$ cat src/logic/csw_pkg.sv
package csw_pkg;

  // ****************************************
  // register bus
  // ****************************************
  localparam int          ADDR_W        = 4;
  localparam logic [3:0]  OSC_CTRL_ADDR = 4'h0;
  localparam logic [1:0]  RESP_OKAY     = 2'h0;
  localparam logic [1:0]  RESP_SLVERR   = 2'h2;

  // ****************************************
  // oscillator control field positions
  // ****************************************
  localparam int CUR_LSB   = 12;
  localparam int NEW_LSB   = 8;
  localparam int LOCK_BIT  = 7;
  localparam int PLL_BIT   = 5;
  localparam int CF_BIT    = 3;
  localparam int SEC_BIT   = 1;
  localparam int SWREQ_BIT = 0;

  // ****************************************
  // source codes
  // ****************************************
  localparam logic [2:0] SRC_FRC      = 3'h0;
  localparam logic [2:0] SRC_FRC_PLL  = 3'h1;
  localparam logic [2:0] SRC_PRI      = 3'h2;
  localparam logic [2:0] SRC_PRI_PLL  = 3'h3;
  localparam logic [2:0] SRC_SEC      = 3'h4;
  localparam logic [2:0] SRC_LOW_POWER_RC_OSC     = 3'h5;
  localparam logic [2:0] SRC_FRC_D16  = 3'h6;
  localparam logic [2:0] SRC_FRC_DIVN = 3'h7;

  // ****************************************
  // configuration codes
  // ****************************************
  localparam logic [1:0] CKSM_ALL     = 2'h0;
  localparam logic [1:0] CKSM_SW_ONLY = 2'h1;
  localparam logic [1:0] SUB_EC       = 2'h0;
  localparam logic [1:0] SUB_XT       = 2'h1;
  localparam logic [1:0] SUB_HS       = 2'h2;
  localparam logic       PSV_SLEEP    = 1'b0;
  localparam logic       PSV_IDLE     = 1'b1;

  // ****************************************
  // timing counts
  // ****************************************
  localparam int CNT_W        = 4;
  localparam int NEW_CLK_WAIT = 10;
  localparam int RESUME_CYC   = 2;

  // ****************************************
  // types
  // ****************************************
  typedef struct packed {
    logic [1:0] switch_mode_cfg_field;
    logic [2:0] poweron_source_cfg;
    logic [1:0] primary_submode_cfg;
  } csw_cfg_t;

  typedef struct packed {
    logic fast_rc_osc;
    logic pri;
    logic sec;
    logic low_power_rc_osc;
    logic pll;
  } csw_osc_en_t;

  typedef enum logic [1:0] {SW_IDLE, SW_WAIT, SW_COUNT} csw_sw_state_t;
  typedef enum logic [1:0] {PM_RUN, PM_SLEEP, PM_IDLE, PM_RESUME}
    csw_pm_state_t;

endpackage

$ cat src/logic/csw_axil.sv
`timescale 1ns/100ps
module csw_axil (
  // clock and reset
  input  wire logic                     aclk,
  input  wire logic                     aresetn,
  // write channels
  input  wire logic [csw_pkg::ADDR_W-1:0] awaddr,
  input  wire logic                     awvalid,
  output logic                          awready,
  input  wire logic [31:0]              wdata,
  input  wire logic [3:0]               wstrb,
  input  wire logic                     wvalid,
  output logic                          wready,
  output logic [1:0]                    bresp,
  output logic                          bvalid,
  input  wire logic                     bready,
  // read channels
  input  wire logic [csw_pkg::ADDR_W-1:0] araddr,
  input  wire logic                     arvalid,
  output logic                          arready,
  output logic [31:0]                   rdata,
  output logic [1:0]                    rresp,
  output logic                          rvalid,
  input  wire logic                     rready,
  // register side
  output logic                          wr_en,
  output logic [csw_pkg::ADDR_W-1:0]    wr_addr,
  output logic [31:0]                   wr_data,
  output logic [3:0]                    wr_strb,
  input  wire logic                     wr_ok,
  output logic [csw_pkg::ADDR_W-1:0]    rd_addr,
  input  wire logic [31:0]              rd_data,
  input  wire logic                     rd_ok
);

  logic aw_have;
  logic w_have;
  logic rd_en;

  // ****************************************
  // write path
  // ****************************************
  always_ff @(posedge aclk) begin
    if (!aresetn) begin
      awready <= 1'b1;
      wready  <= 1'b1;
      aw_have <= 1'b0;
      w_have  <= 1'b0;
      wr_en   <= 1'b0;
      wr_addr <= '0;
      wr_data <= 32'h0;
      wr_strb <= 4'h0;
      bvalid  <= 1'b0;
      bresp   <= csw_pkg::RESP_OKAY;
    end else begin
      wr_en <= 1'b0;
      if (awvalid && awready) begin
        wr_addr <= awaddr;
        aw_have <= 1'b1;
        awready <= 1'b0;
      end
      if (wvalid && wready) begin
        wr_data <= wdata;
        wr_strb <= wstrb;
        w_have  <= 1'b1;
        wready  <= 1'b0;
      end
      if (aw_have && w_have && !bvalid && !wr_en) begin
        wr_en <= 1'b1;
      end
      if (wr_en) begin
        bvalid  <= 1'b1;
        bresp   <= wr_ok ? csw_pkg::RESP_OKAY : csw_pkg::RESP_SLVERR;
        aw_have <= 1'b0;
        w_have  <= 1'b0;
      end
      if (bvalid && bready) begin
        bvalid  <= 1'b0;
        awready <= 1'b1;
        wready  <= 1'b1;
      end
    end
  end

  // ****************************************
  // read path
  // ****************************************
  always_ff @(posedge aclk) begin
    if (!aresetn) begin
      arready <= 1'b1;
      rd_en   <= 1'b0;
      rd_addr <= '0;
      rvalid  <= 1'b0;
      rdata   <= 32'h0;
      rresp   <= csw_pkg::RESP_OKAY;
    end else begin
      rd_en <= 1'b0;
      if (arvalid && arready) begin
        rd_addr <= araddr;
        arready <= 1'b0;
        rd_en   <= 1'b1;
      end
      if (rd_en) begin
        rvalid <= 1'b1;
        rdata  <= rd_data;
        rresp  <= rd_ok ? csw_pkg::RESP_OKAY : csw_pkg::RESP_SLVERR;
      end
      if (rvalid && rready) begin
        rvalid  <= 1'b0;
        arready <= 1'b1;
      end
    end
  end

endmodule

$ cat src/logic/csw_clock_ctrl.sv
// Summary of operation
// - switching allowed only when switch-mode config bit is zero
// - disabled: new select ignored, current field shows power-on config
// - disabled: switch request has no effect, always reads zero
// - request with new equal to current clears request, aborts
// - valid switch start clears pll lock and clock fail bits
// - power new oscillator, wait start-up timer and pll lock
// - count ten new-clock cycles before changing system clock
// - completion clears request and copies new select to current
// - old source off except low_power_rc_osc for watchdog/monitor, secondary enabled
// - processor keeps running during the whole switch
// - primary submode fixed by configuration, never by software
// - monitor enabled keeps low_power_rc_osc running except in sleep
// - failure raises trap, moves to fast rc, keeping pll if used
// - power-save request selects sleep or idle
// - sleep stops clocks, oscillators, monitor and peripheral clock
// - sleep clears watchdog first, low_power_rc_osc runs if watchdog enabled
// - wake on enabled interrupt, reset or watchdog time-out
// - sleep wake resumes on the same clock source
// - idle clears watchdog, keeps system clock and low_power_rc_osc as needed
// - idle wake reapplies cpu clock a few cycles later
// - three-bit source codes 000 through 111 as listed
// - clock lock blocks switching when switching on, monitor off
// - clock fail flag reads one after failure, software clears it
// - control writes rejected without a preceding unlock
`timescale 1ns/100ps
module csw_clock_ctrl (
  // clock and reset
  input  wire logic                       aclk,
  input  wire logic                       aresetn,
  // axi4-lite write
  input  wire logic [csw_pkg::ADDR_W-1:0] awaddr,
  input  wire logic                       awvalid,
  output logic                            awready,
  input  wire logic [31:0]                wdata,
  input  wire logic [3:0]                 wstrb,
  input  wire logic                       wvalid,
  output logic                            wready,
  output logic [1:0]                      bresp,
  output logic                            bvalid,
  input  wire logic                       bready,
  // axi4-lite read
  input  wire logic [csw_pkg::ADDR_W-1:0] araddr,
  input  wire logic                       arvalid,
  output logic                            arready,
  output logic [31:0]                     rdata,
  output logic [1:0]                      rresp,
  output logic                            rvalid,
  input  wire logic                       rready,
  // configuration straps and unlock
  input  wire csw_pkg::csw_cfg_t          cfg_in,
  input  wire logic                       unlock_hi,
  input  wire logic                       unlock_lo,
  // oscillator side
  input  wire logic                       ost_expired,
  input  wire logic                       pll_locked,
  input  wire logic                       new_clk_tick,
  input  wire logic                       osc_fail,
  output csw_pkg::csw_osc_en_t            osc_en,
  output logic [2:0]                      sys_sel,
  output logic [1:0]                      pri_submode,
  output logic                            clk_fail_trap,
  // core and watchdog side
  input  wire logic                       wdt_en,
  input  wire logic                       psv_req,
  input  wire logic                       psv_mode,
  input  wire logic                       wake_irq,
  input  wire logic                       wdt_timeout,
  output logic                            wdt_clear,
  output logic                            cpu_halt,
  output logic                            periph_clk_en,
  output logic                            sleep_mode,
  output logic                            idle_mode
);

  // ****************************************
  // declarations
  // ****************************************
  csw_pkg::csw_cfg_t       cfg_q;
  logic                    strap_done;
  logic [2:0]              cur_src;
  logic [2:0]              new_src;
  logic [2:0]              tgt_src;
  logic                    clk_lock;
  logic                    pll_lock_st;
  logic                    cf;
  logic                    sec_en;
  logic                    sw_req;
  logic                    permit_hi;
  logic                    permit_lo;
  csw_pkg::csw_sw_state_t  sw_state;
  csw_pkg::csw_pm_state_t  pm_state;
  logic                    wr_en;
  logic [csw_pkg::ADDR_W-1:0] wr_addr;
  logic [31:0]             wr_data;
  logic [3:0]              wr_strb;
  logic [csw_pkg::ADDR_W-1:0] rd_addr;
  logic [31:0]             rd_data;
  logic                    rd_ok;
  logic                    wr_ok;
  logic                    wr_hit;
  logic                    hi_ok;
  logic                    lo_ok;
  logic                    sw_en;
  logic                    fsm_en;
  logic                    sw_blocked;
  logic                    sw_start;
  logic                    src_ready;
  logic                    cnt_start;
  logic                    cnt_done;
  logic                    fail_evt;
  logic                    wake_evt;
  logic                    res_done;
  csw_pkg::csw_osc_en_t    next_osc_en;
  csw_pkg::csw_osc_en_t    cur_osc;
  csw_pkg::csw_osc_en_t    tgt_osc;

  // ****************************************
  // helpers
  // ****************************************
  function automatic csw_pkg::csw_osc_en_t src_osc(input logic [2:0] s);
    csw_pkg::csw_osc_en_t e;
    e = '0;
    unique case (s)
      csw_pkg::SRC_FRC, csw_pkg::SRC_FRC_D16,
      csw_pkg::SRC_FRC_DIVN: e.fast_rc_osc = 1'b1;
      csw_pkg::SRC_FRC_PLL: begin
        e.fast_rc_osc = 1'b1;
        e.pll = 1'b1;
      end
      csw_pkg::SRC_PRI: e.pri = 1'b1;
      csw_pkg::SRC_PRI_PLL: begin
        e.pri = 1'b1;
        e.pll = 1'b1;
      end
      csw_pkg::SRC_SEC: e.sec = 1'b1;
      csw_pkg::SRC_LOW_POWER_RC_OSC: e.low_power_rc_osc = 1'b1;
    endcase
    return e;
  endfunction

  // ****************************************
  // bus slave
  // ****************************************
  csw_axil u_axil (
    .aclk    (aclk),
    .aresetn (aresetn),
    .awaddr  (awaddr),
    .awvalid (awvalid),
    .awready (awready),
    .wdata   (wdata),
    .wstrb   (wstrb),
    .wvalid  (wvalid),
    .wready  (wready),
    .bresp   (bresp),
    .bvalid  (bvalid),
    .bready  (bready),
    .araddr  (araddr),
    .arvalid (arvalid),
    .arready (arready),
    .rdata   (rdata),
    .rresp   (rresp),
    .rvalid  (rvalid),
    .rready  (rready),
    .wr_en   (wr_en),
    .wr_addr (wr_addr),
    .wr_data (wr_data),
    .wr_strb (wr_strb),
    .wr_ok   (wr_ok),
    .rd_addr (rd_addr),
    .rd_data (rd_data),
    .rd_ok   (rd_ok)
  );

  assign wr_ok  = (wr_addr == csw_pkg::OSC_CTRL_ADDR);
  assign rd_ok  = (rd_addr == csw_pkg::OSC_CTRL_ADDR);
  assign wr_hit = wr_en && wr_ok;
  assign hi_ok  = wr_hit && wr_strb[1] && permit_hi;
  assign lo_ok  = wr_hit && wr_strb[0] && permit_lo;

  always_comb begin
    rd_data = 32'h0;
    if (rd_ok) begin
      rd_data[csw_pkg::CUR_LSB +: 3] = cur_src;
      rd_data[csw_pkg::NEW_LSB +: 3] = new_src;
      rd_data[csw_pkg::LOCK_BIT]     = clk_lock;
      rd_data[csw_pkg::PLL_BIT]      = pll_lock_st;
      rd_data[csw_pkg::CF_BIT]       = cf;
      rd_data[csw_pkg::SEC_BIT]      = sec_en;
      rd_data[csw_pkg::SWREQ_BIT]    = sw_req;
    end
  end

  // ****************************************
  // straps, caught after reset release
  // ****************************************
  always_ff @(posedge aclk) begin
    if (!aresetn) begin
      cfg_q      <= '1;
      strap_done <= 1'b0;
    end else if (!strap_done) begin
      cfg_q      <= cfg_in;
      strap_done <= 1'b1;
    end
  end

  assign sw_en  = strap_done && !cfg_q.switch_mode_cfg_field[1];
  assign fsm_en = strap_done &&
                  (cfg_q.switch_mode_cfg_field == csw_pkg::CKSM_ALL);
  assign sw_blocked = clk_lock &&
    (cfg_q.switch_mode_cfg_field == csw_pkg::CKSM_SW_ONLY);
  // submode never reaches the register file
  assign pri_submode = cfg_q.primary_submode_cfg;

  // ****************************************
  // unlock permits, one write each
  // ****************************************
  // an unlock in the same cycle as a write survives for the next one
  always_ff @(posedge aclk) begin
    if (!aresetn) begin
      permit_hi <= 1'b0;
      permit_lo <= 1'b0;
    end else begin
      permit_hi <= unlock_hi || (permit_hi && !wr_en);
      permit_lo <= unlock_lo || (permit_lo && !wr_en);
    end
  end

  // ****************************************
  // software fields
  // ****************************************
  always_ff @(posedge aclk) begin
    if (!aresetn) begin
      new_src  <= csw_pkg::SRC_FRC;
      clk_lock <= 1'b0;
      sec_en   <= 1'b0;
    end else if (!strap_done) begin
      new_src  <= cfg_in.poweron_source_cfg;
    end else begin
      if (hi_ok) begin
        new_src <= wr_data[csw_pkg::NEW_LSB +: 3];
      end
      if (lo_ok) begin
        clk_lock <= wr_data[csw_pkg::LOCK_BIT];
        sec_en   <= wr_data[csw_pkg::SEC_BIT];
      end
    end
  end

  // ****************************************
  // switch sequencer
  // ****************************************
  assign cur_osc   = src_osc(cur_src);
  assign tgt_osc   = src_osc(tgt_src);
  assign sw_start  = (sw_state == csw_pkg::SW_IDLE) && sw_req &&
                     (new_src != cur_src) && !fail_evt;
  // secondary and crystal primaries need the start-up timer
  assign src_ready =
    (!(tgt_osc.sec ||
       (tgt_osc.pri &&
        cfg_q.primary_submode_cfg != csw_pkg::SUB_EC)) ||
     ost_expired) &&
    (!tgt_osc.pll || pll_locked);
  assign cnt_start = (sw_state == csw_pkg::SW_WAIT) && src_ready &&
                     !fail_evt;
  assign fail_evt  = osc_fail && fsm_en && (pm_state != csw_pkg::PM_SLEEP) &&
                     !cur_osc.fast_rc_osc;

  csw_tick_cnt #(
    .W (csw_pkg::CNT_W),
    .N (csw_pkg::NEW_CLK_WAIT)
  ) u_switch_cnt (
    .aclk    (aclk),
    .aresetn (aresetn),
    .start   (cnt_start),
    .tick    (new_clk_tick),
    .busy    (),
    .done    (cnt_done)
  );

  // cpu_halt is never touched here, code runs on throughout
  always_ff @(posedge aclk) begin
    if (!aresetn) begin
      sw_state <= csw_pkg::SW_IDLE;
      cur_src  <= csw_pkg::SRC_FRC;
      tgt_src  <= csw_pkg::SRC_FRC;
      sw_req   <= 1'b0;
    end else if (!strap_done) begin
      cur_src  <= cfg_in.poweron_source_cfg;
    end else if (fail_evt) begin
      sw_state <= csw_pkg::SW_IDLE;
      sw_req   <= 1'b0;
      cur_src  <= cur_osc.pll ? csw_pkg::SRC_FRC_PLL
                                       : csw_pkg::SRC_FRC;
    end else begin
      if (lo_ok && wr_data[csw_pkg::SWREQ_BIT] && sw_en && !sw_blocked) begin
        sw_req <= 1'b1;
      end
      unique case (sw_state)
        csw_pkg::SW_IDLE: begin
          if (sw_req && new_src == cur_src) begin
            sw_req <= 1'b0;
          end else if (sw_start) begin
            tgt_src  <= new_src;
            sw_state <= csw_pkg::SW_WAIT;
          end
        end
        csw_pkg::SW_WAIT: begin
          if (cnt_start) begin
            sw_state <= csw_pkg::SW_COUNT;
          end
        end
        csw_pkg::SW_COUNT: begin
          if (cnt_done) begin
            cur_src  <= tgt_src;
            sw_req   <= 1'b0;
            sw_state <= csw_pkg::SW_IDLE;
          end
        end
      endcase
    end
  end

  assign sys_sel = cur_src;

  // ****************************************
  // status bits and failure trap
  // ****************************************
  always_ff @(posedge aclk) begin
    if (!aresetn) begin
      cf            <= 1'b0;
      pll_lock_st   <= 1'b0;
      clk_fail_trap <= 1'b0;
    end else begin
      clk_fail_trap <= fail_evt;
      if (fail_evt) begin
        cf <= 1'b1;
      end else if (sw_start || (lo_ok && !wr_data[csw_pkg::CF_BIT])) begin
        cf <= 1'b0;
      end
      if (sw_start) begin
        pll_lock_st <= 1'b0;
      end else begin
        pll_lock_st <= pll_locked && osc_en.pll;
      end
    end
  end

  // ****************************************
  // oscillator enables
  // ****************************************
  always_comb begin
    next_osc_en = '0;
    if (!strap_done) begin
      next_osc_en = '0;
    end else if (pm_state == csw_pkg::PM_SLEEP) begin
      next_osc_en.low_power_rc_osc = wdt_en;
    end else begin
      next_osc_en = src_osc(cur_src);
      if (sw_state != csw_pkg::SW_IDLE) begin
        next_osc_en = next_osc_en | src_osc(tgt_src);
      end
      // old source drops once cur_src moves on
      next_osc_en.low_power_rc_osc = next_osc_en.low_power_rc_osc || wdt_en || fsm_en;
      next_osc_en.sec  = next_osc_en.sec || sec_en;
    end
  end

  always_ff @(posedge aclk) begin
    if (!aresetn) begin
      osc_en <= '0;
    end else begin
      osc_en <= next_osc_en;
    end
  end

  // ****************************************
  // power-save modes
  // ****************************************
  assign wake_evt = wake_irq || wdt_timeout;

  csw_tick_cnt #(
    .W (csw_pkg::CNT_W),
    .N (csw_pkg::RESUME_CYC)
  ) u_resume_cnt (
    .aclk    (aclk),
    .aresetn (aresetn),
    .start   (wake_evt && (sleep_mode || idle_mode)),
    .tick    (1'b1),
    .busy    (),
    .done    (res_done)
  );

  // an interrupt coinciding with entry is only seen once halted
  always_ff @(posedge aclk) begin
    if (!aresetn) begin
      pm_state      <= csw_pkg::PM_RUN;
      cpu_halt      <= 1'b0;
      periph_clk_en <= 1'b1;
      wdt_clear     <= 1'b0;
      sleep_mode    <= 1'b0;
      idle_mode     <= 1'b0;
    end else begin
      wdt_clear <= 1'b0;
      unique case (pm_state)
        csw_pkg::PM_RUN: begin
          if (psv_req) begin
            cpu_halt <= 1'b1;
            if (psv_mode == csw_pkg::PSV_SLEEP) begin
              pm_state      <= csw_pkg::PM_SLEEP;
              sleep_mode    <= 1'b1;
              periph_clk_en <= 1'b0;
              wdt_clear     <= wdt_en;
            end else begin
              pm_state  <= csw_pkg::PM_IDLE;
              idle_mode <= 1'b1;
              wdt_clear <= 1'b1;
            end
          end
        end
        csw_pkg::PM_SLEEP, csw_pkg::PM_IDLE: begin
          if (wake_evt) begin
            // cur_src is kept, so the same source comes back
            pm_state      <= csw_pkg::PM_RESUME;
            sleep_mode    <= 1'b0;
            idle_mode     <= 1'b0;
            periph_clk_en <= 1'b1;
          end
        end
        csw_pkg::PM_RESUME: begin
          if (res_done) begin
            pm_state <= csw_pkg::PM_RUN;
            cpu_halt <= 1'b0;
          end
        end
      endcase
    end
  end

endmodule

$ cat src/logic/csw_tick_cnt.sv
`timescale 1ns/100ps
module csw_tick_cnt #(
  parameter int W = 4,
  parameter int N = 10
) (
  // clock and reset
  input  wire logic aclk,
  input  wire logic aresetn,
  // control
  input  wire logic start,
  input  wire logic tick,
  output logic      busy,
  output logic      done
);

  logic [W-1:0] cnt;

  // ****************************************
  // down counter, one pulse after n ticks
  // ****************************************
  always_ff @(posedge aclk) begin
    if (!aresetn) begin
      busy <= 1'b0;
      done <= 1'b0;
      cnt  <= '0;
    end else begin
      done <= 1'b0;
      if (start) begin
        busy <= 1'b1;
        cnt  <= W'(N);
      end else if (busy && tick) begin
        if (cnt == W'(1)) begin
          busy <= 1'b0;
          done <= 1'b1;
        end
        cnt <= cnt - W'(1);
      end
    end
  end

endmodule
$ cat config.mk
export PLATFORM = sky130hd
export DESIGN_NAME = csw_clock_ctrl
export DESIGN_NICKNAME = d
export VERILOG_FILES = /design/src/logic/csw_pkg.sv /design/src/logic/csw_axil.sv /design/src/logic/csw_clock_ctrl.sv /design/src/logic/csw_tick_cnt.sv
export SDC_FILE = /design/constraint.sdc
export NUM_CORES = 1
export LEC_CHECK = 0
export BUFFER_PORTS_ARGS = -buffer_cell sky130_fd_sc_hd__buf_2
export CAP_MARGIN = 15
export CORE_ASPECT_RATIO = 1.2
export CORE_MARGIN = 2
export CORE_UTILIZATION = 40
export DETAILED_ROUTE_END_ITERATION = 8
export HOLD_SLACK_MARGIN = 0.1
export PLACE_DENSITY = 0.78
export SYNTH_ARGS = -nofsm -noshare
export SYNTH_HDL_FRONTEND = slang
export SYNTH_SLANG_ARGS = --single-unit
$ cat constraint.sdc
create_clock -name aclk -period 1.8 [get_ports aclk]
set_clock_uncertainty 0.05 [all_clocks]
set_input_delay 0.18 -clock aclk [delete_from_list [all_inputs] [get_ports aclk]]
set_output_delay 0.18 -clock aclk [all_outputs]
set_load 0.02 [all_outputs]
=== Yosys cells after proc, flatten, opt, wreduce, memory -nomap -nowiden ===
Index checks and enable logic that the tools add are counted.

* $add $sub $neg: 2
* Bitwise operators: 7
* Eq/ne operators: 37
* Reductions and logical operators: 98
* Multiplexer cells: 101

{| class="wikitable"
|+ Operators by type and width
! cell !! count
|-
| two-way mux 1 bit || 67
|-
| logical AND 1 bit || 36
|-
| two-way mux 2 bit || 14
|-
| == test 3 bit, second input constant || 8
|-
| OR reduction 2 bit || 11
|-
| two-way mux 3 bit || 7
|-
| nonzero test 2 bit || 8
|-
| two-way mux 5 bit || 3
|-
| == test 3 x 2 -> 1 bit, second input constant || 4
|-
| two-way mux 4 bit || 3
|-
| case mux 2 bit (3 select lines) || 2
|-
| logical OR 1 bit || 11
|-
| case mux 1 bit (2 select lines) || 5
|-
| AND reduction 5 bit || 2
|-
| zero test 1 bit || 9
|-
| != test 3 bit, second input constant || 3
|-
| AND reduction 3 bit || 3
|-
| OR reduction 3 bit || 3
|-
| == test 4 x 1 -> 1 bit, second input constant || 2
|-
| zero test 4 bit || 2
|-
| != test 2 bit, second input constant || 4
|-
| AND reduction 2 bit || 4
|-
| AND reduction 4 bit || 2
|-
| OR reduction 4 bit || 2
|-
| other kinds (13) || 30
|}

* Register bits after elaboration: 93
* Output and inout bits: 57

=== Depth between registers and ports, before layout ===
* Depth in word-level cells: 13
* Depth in mapped cells: 9
* Mapped depth without buffers: 7

=== Cells and area by module ===
Synthesis repeated with hierarchy kept, for this count alone.

* Cells, all modules: 617
* Area total of the unflattened synthesis: 5779.3 µm²

{| class="wikitable"
|+ By module, submodules not included
! module !! area each (µm²) !! times used !! seq. area each (µm²) !! cells an instance
|-
| csw_axil || 3334.4 || 1 || 1741.7 || 338
|-
| csw_clock_ctrl || 1908.1 || 1 || 720.7 || 222
|-
| csw_tick_cnt at u_switch_cnt || 276.5 || 1 || 120.1 || 28
|-
| csw_tick_cnt at u_resume_cnt || 260.2 || 1 || 120.1 || 29
|}

=== Worst setup path after synthesis ===
OpenSTA, ideal clock, no wires.

* Path type: reg2reg
* From: register cur_src[1], in the netlist sys_sel[1]
* To: register sw_state[0]
* Stages on the path, launching flop included: 7
* Required time: 1676 ps
* Arrival: 1770 ps
* Path slack: -94 ps
* Path buffers: 1
* Path through: dfxtp_1 buf_4 xnor2_1 and3_4 a211o_1 or4_1 a31oi_1

* Longest elaborated chain between the ends: 9
* Elaborated cells between the ends (all ways): 21
* Those cells by class: 9 x eq/ne; 2 x mux; 10 x reduce/logical

{| class="wikitable"
|+ RTL lines
! what !! RTL line !! text
|-
| from (decl) || csw_clock_ctrl.sv:81 || <nowiki>logic [2:0] cur_src;</nowiki>
|-
| from (signal assigned) || csw_clock_ctrl.sv:285 || <nowiki>cur_src <= csw_pkg::SRC_FRC;</nowiki>
|-
| from (signal assigned) || csw_clock_ctrl.sv:289 || <nowiki>cur_src <= cfg_in.poweron_source_cfg;</nowiki>
|-
| from (signal assigned) || csw_clock_ctrl.sv:293 || <nowiki>cur_src <= cur_osc.pll ? csw_pkg::SRC_FRC_PLL</nowiki>
|-
| == test 3 x 1 -> 1 bit (tied with other cells) || csw_clock_ctrl.sv:124 || <nowiki>unique case (s)</nowiki>
|-
| OR reduction 4 bit (no source line) || n/a ||
|-
| two-way mux 1 bit || csw_clock_ctrl.sv:124 ||
|-
| zero test 1 bit || csw_clock_ctrl.sv:267 || <nowiki>!cur_osc.fast_rc_osc;</nowiki>
|-
| logical AND 1 bit || csw_clock_ctrl.sv:266 || <nowiki>assign fail_evt = osc_fail && fsm_en && (pm_state != csw_pkg::PM_SLEEP) &&</nowiki>
|-
| zero test 1 bit || csw_clock_ctrl.sv:256, csw_clock_ctrl.sv:265 ||
|-
| logical AND 1 bit, on equally long branches || csw_clock_ctrl.sv:264, csw_clock_ctrl.sv:256 ||
|-
| != test 3 bit (no source line) || n/a ||
|-
| AND reduction 5 bit (no source line) || n/a ||
|-
| to (signal assigned) || csw_clock_ctrl.sv:284 || <nowiki>sw_state <= csw_pkg::SW_IDLE;</nowiki>
|-
| to (signal assigned) || csw_clock_ctrl.sv:291 || <nowiki>sw_state <= csw_pkg::SW_IDLE;</nowiki>
|-
| to (signal assigned) || csw_clock_ctrl.sv:305 || <nowiki>sw_state <= csw_pkg::SW_WAIT;</nowiki>
|-
| to (decl) || csw_clock_ctrl.sv:91 || <nowiki>csw_pkg::csw_sw_state_t sw_state;</nowiki>
|}

Parallel ways exist; a longest one is shown, timed or not.
A chain may end at the register's enable or synchronous reset.

=== Final worst setup path ===
* From: register sw_state[1]
* To: register sw_state[1]

* Longest elaborated chain between the ends: 6
* Elaborated cells between the ends (all ways): 15
* Those cells by class: 6 x eq/ne; 2 x mux; 7 x reduce/logical

{| class="wikitable"
|+ RTL lines
! what !! RTL line !! text
|-
| zero test 2 bit || csw_clock_ctrl.sv:255, csw_clock_ctrl.sv:299 ||
|-
| logical AND 1 bit (2 in series) || csw_clock_ctrl.sv:255 || <nowiki>assign sw_start = (sw_state == csw_pkg::SW_IDLE) && sw_req &&</nowiki>
|-
| logical AND 1 bit || csw_clock_ctrl.sv:256 || <nowiki>(new_src != cur_src) && !fail_evt;</nowiki>
|-
| != test 3 bit (no source line) || n/a ||
|-
| AND reduction 5 bit (no source line) || n/a ||
|}

Parallel ways exist; a longest one is shown, timed or not.

==> flow_summary.yaml <==
run_status:
  status: "finished clean"
flow_run:
  maxCapViolations: 0
yosys:
  synth_seq_area_share: 0.456
  synthArstFlopShare: 0
  synthFlopType: "dfxtp_1"
  synthCells: 442
  synth_edf_count: 0
  avgSynthCellArea_sq_um: 8.65
  synth_warnings: 0
  yosysUniqueCellTypes: 54
  synth-seq-cells: 87
  synth_area_sq_um: 3820
placed_design:
  port-buffer-count: 75
  hpwl_microns: 6340
  gp_congestion: 0.854
  place_area_sq_um: 4320
worst_setup_path:
  slowest_delay_ps: 450
  worstSetupPathType: "reg2reg"
  crit_path_start_kind: "flop"
  rr_endpoint: "sw_state[1]"
  rr_startpoint: "sw_state[1]"
  rrSetupSlack_ps: 4
  slowest_stage: "or3_2"
  critPathMaxFanout: 4
  r2r_cells: 6
  cp-end-kind: "flop"
  required_ps: 1970
  cp.arrival_ps: 1970
  crit_path_cell_trace: "inv_4, ha_4, and2b_2, a211o_1, or3_2, o311ai_1"
routing:
  wl_microns: 9160
  first_pass_iters: 4
  via_per_inst: 4.91
  vias: 3408
  wire_per_inst_microns: 13.2
  drtIter0Drc: 136
  drc: 0
  ant_nets: 0
grt:
  grt_max_degree: 44
  grt_first_pass_wirelength_microns: 15100
  grt_use_total: 0.180
  antenna_found_initial: 0
  grt_pass1_vias: 3316
  grt_overflow_total: 0
final_layout:
  n_fill_cell: 863
  drive_gt1_frac: 0.247
  antenna_cells: 0
  final_common_cell: "dfxtp_1"
  fin_area_sq_um: 5060
  multiInputGateArea_sq_um: 1850
  nNetsFinal: 646
  syn_to_final_growth_pct: 32.4
  layout_common_cells: "dfxtp_1 (82), buf_2 (75), a21oi_1 (53), nand2_1 (52), nor2_1 (42)"
  regArea_sq_um: 1750
die:
  die_x_microns: 93.2
  core-area_sq_um: 9420
  initial_core_util: 0.406
  io_pins: 126
  die-height_microns: 111
  dieArea_sq_um: 10400
  rows: 39
clocking:
  cts_buffers: 9
  clk_pin_slew_worst_paths_ps: 60
  cts_root_buffer: "clkbuf_16"
  h-tree-depth: 3
  cts_tree: "done"
  clk_path_buf_depth: 2
  clkSinkCount: 87
  clkLatencyLatePin_ps: 340
pwr:
  p_leak_nw: 2.18
  ir_drop_mv: 0.515
  p_per_area_nw_per_um2: 1050
timing:
  setup_viol: 0
  max_freq_mhz: 557
  maxSlewViolCount: 0
  rsz0062_at_grt: "true"
  hold_viol: 0
  hold_ws_ps: 110
  period_share: 0.998
  fin_crit_ps: 1800
worst_hold_path:
  hold_path_class: "in2reg"
  holdPathStages: 3
  hold_end: "u_axil.awready"
  min_from: "bready"
-- cell families (layout without fill, tap and decap cells) --
kind of cell             count (synthesis)  count (layout)  synth area share
multiplexers                            15              15            0.0396
AND/OR/NAND/NOR                        164             164             0.213
other                                    1              23          0.000981
buffers and inverters                   63             170            0.0969
XOR/XNOR                                10              10            0.0229
adder cells (fa/ha/maj)                 11              11            0.0360
AO/OA/AOI/OAI                           91              91             0.135
flip-flops                              87              87             0.456
-- per-layer routing --
| metal | part of all wire | GRT usage | wire length, microns | vias up |
|---|---|---|---|---|
| met5 | 0 | 0 | 0 | - |
| met2 | 0.51 | 0.314 | 4710 | 92 |
| li1 | - | - | - | 1693 |
| met3 | 0.055 | 0.0428 | 499 | 12 |
| met1 | 0.42 | 0.208 | 3830 | 1611 |
| met4 | 0.013 | 0.0725 | 122 | 0 |
-- registers in the layout, indices dropped and copies added, names as in the netlist, 4 cells and up --
name / count
u_switch_cnt.cnt: 4
u_axil.wr_data: 7
u_axil.rd_addr: 4
osc_en: 5
u_resume_cnt.cnt: 4
u_axil.rdata: 11
u_axil.wr_addr: 4
-- critical path: cells and delay by family, from the launching register on --
| kind | cells | cell delay [ps] |
|---|---|---|
| adders and majority gates | 1 | 160 |
| DFF | 1 | 360 |
| and+or+nand+nor | 2 | 640 |
| AOI/OAI and AO/OA | 2 | 410 |
| buffers and inverters | 1 | 50 |
-- layout make-up --
| type | count | share of cell area |
|---|---|---|
| clock buffers | 12 | 0.0487 |
| well taps | 123 | 0.0304 |
| multi-input cells | 314 | 0.365 |
| clock inverters | 4 | 0.0106 |
| inverters | 20 | 0.0153 |
| repair buffers | 134 | 0.184 |
| flip-flops and latches | 87 | 0.345 |
-- cell usage after synthesis, types with 2 or more instances --
| cell | n | area share |
|---|---|---|
| dfxtp_1 | 87 | 0.46 |
| a21oi_1 | 54 | 0.071 |
| nand2_1 | 52 | 0.051 |
| nor2_1 | 43 | 0.042 |
| buf_4 | 28 | 0.055 |
| inv_1 | 19 | 0.019 |
| nand3_1 | 16 | 0.021 |
| mux2i_1 | 14 | 0.037 |
| nor2b_1 | 14 | 0.023 |
| o21ai_0 | 14 | 0.018 |
| ha_1 | 11 | 0.036 |
| clkbuf_1 | 7 | 0.0069 |
| nor3_1 | 7 | 0.0092 |
| xnor2_1 | 7 | 0.016 |
| a31oi_1 | 5 | 0.0082 |
| buf_1 | 4 | 0.0039 |
| nand2b_1 | 4 | 0.0065 |
| a211oi_1 | 3 | 0.0059 |
| and3_1 | 3 | 0.0049 |
| nand4_1 | 3 | 0.0049 |
| nor3b_1 | 3 | 0.0059 |
| o211ai_1 | 3 | 0.0059 |
| o21a_1 | 3 | 0.0059 |
| xor2_1 | 3 | 0.0069 |
| and2_1 | 2 | 0.0033 |
| clkbuf_8 | 2 | 0.0072 |
| nand3b_1 | 2 | 0.0039 |
| nor4_1 | 2 | 0.0033 |
| or4_1 | 2 | 0.0039 |
-- worst max-delay path by stage --
stage,startpoint,to,slack [ps],cells after the start
global placement,sw_state[0],sw_state[0],20,6
floorplan,sw_state[0],sw_state[0],-30,7
finish,sw_state[1],sw_state[1],4,6
CTS,sys_sel[2],sw_state[0],1,7
detailed placement,u_axil.wr_addr[0],new_src[1],-40,5
global route,sw_state[1],sw_state[1],-70,6
-- repair_timing --
item                                   in CTS  in global routing
setup buffers                               2                  3
hold buffers                               33                  0
pin swaps                                   4                  7
setup endpoints to repair                   4                 14
endpoints found under the hold margin      34                  0
gates resized for setup                     2                 17
-- through the flow --
step | util | cells | setup WS [ps] | setup TNS (ps) | power [mW]
after global routing | 0.537 | 694 | -69.7 | -108 | 5.57
after CTS | 0.528 | 692 | 0.991 | 0 | 5.30
after detailed placement | 0.459 | 641 | -43.1 | -130 | 3.38
after global placement | 0.459 | 641 | 18.1 | 0 | 3.32
final | 0.537 | 694 | 3.76 | 0 | 5.29
after floorplan | - | 464 | -34.0 | -34.0 | 3.08
-- where the power goes --
group / internal [mW] / switching (mW) / leakage (nW)
clock: 1.12 / 0.738 / 0.139
combinational: 0.523 / 0.641 / 1.33
sequential: 2.12 / 0.148 / 0.715
Power figures use the tool's default switching activity.
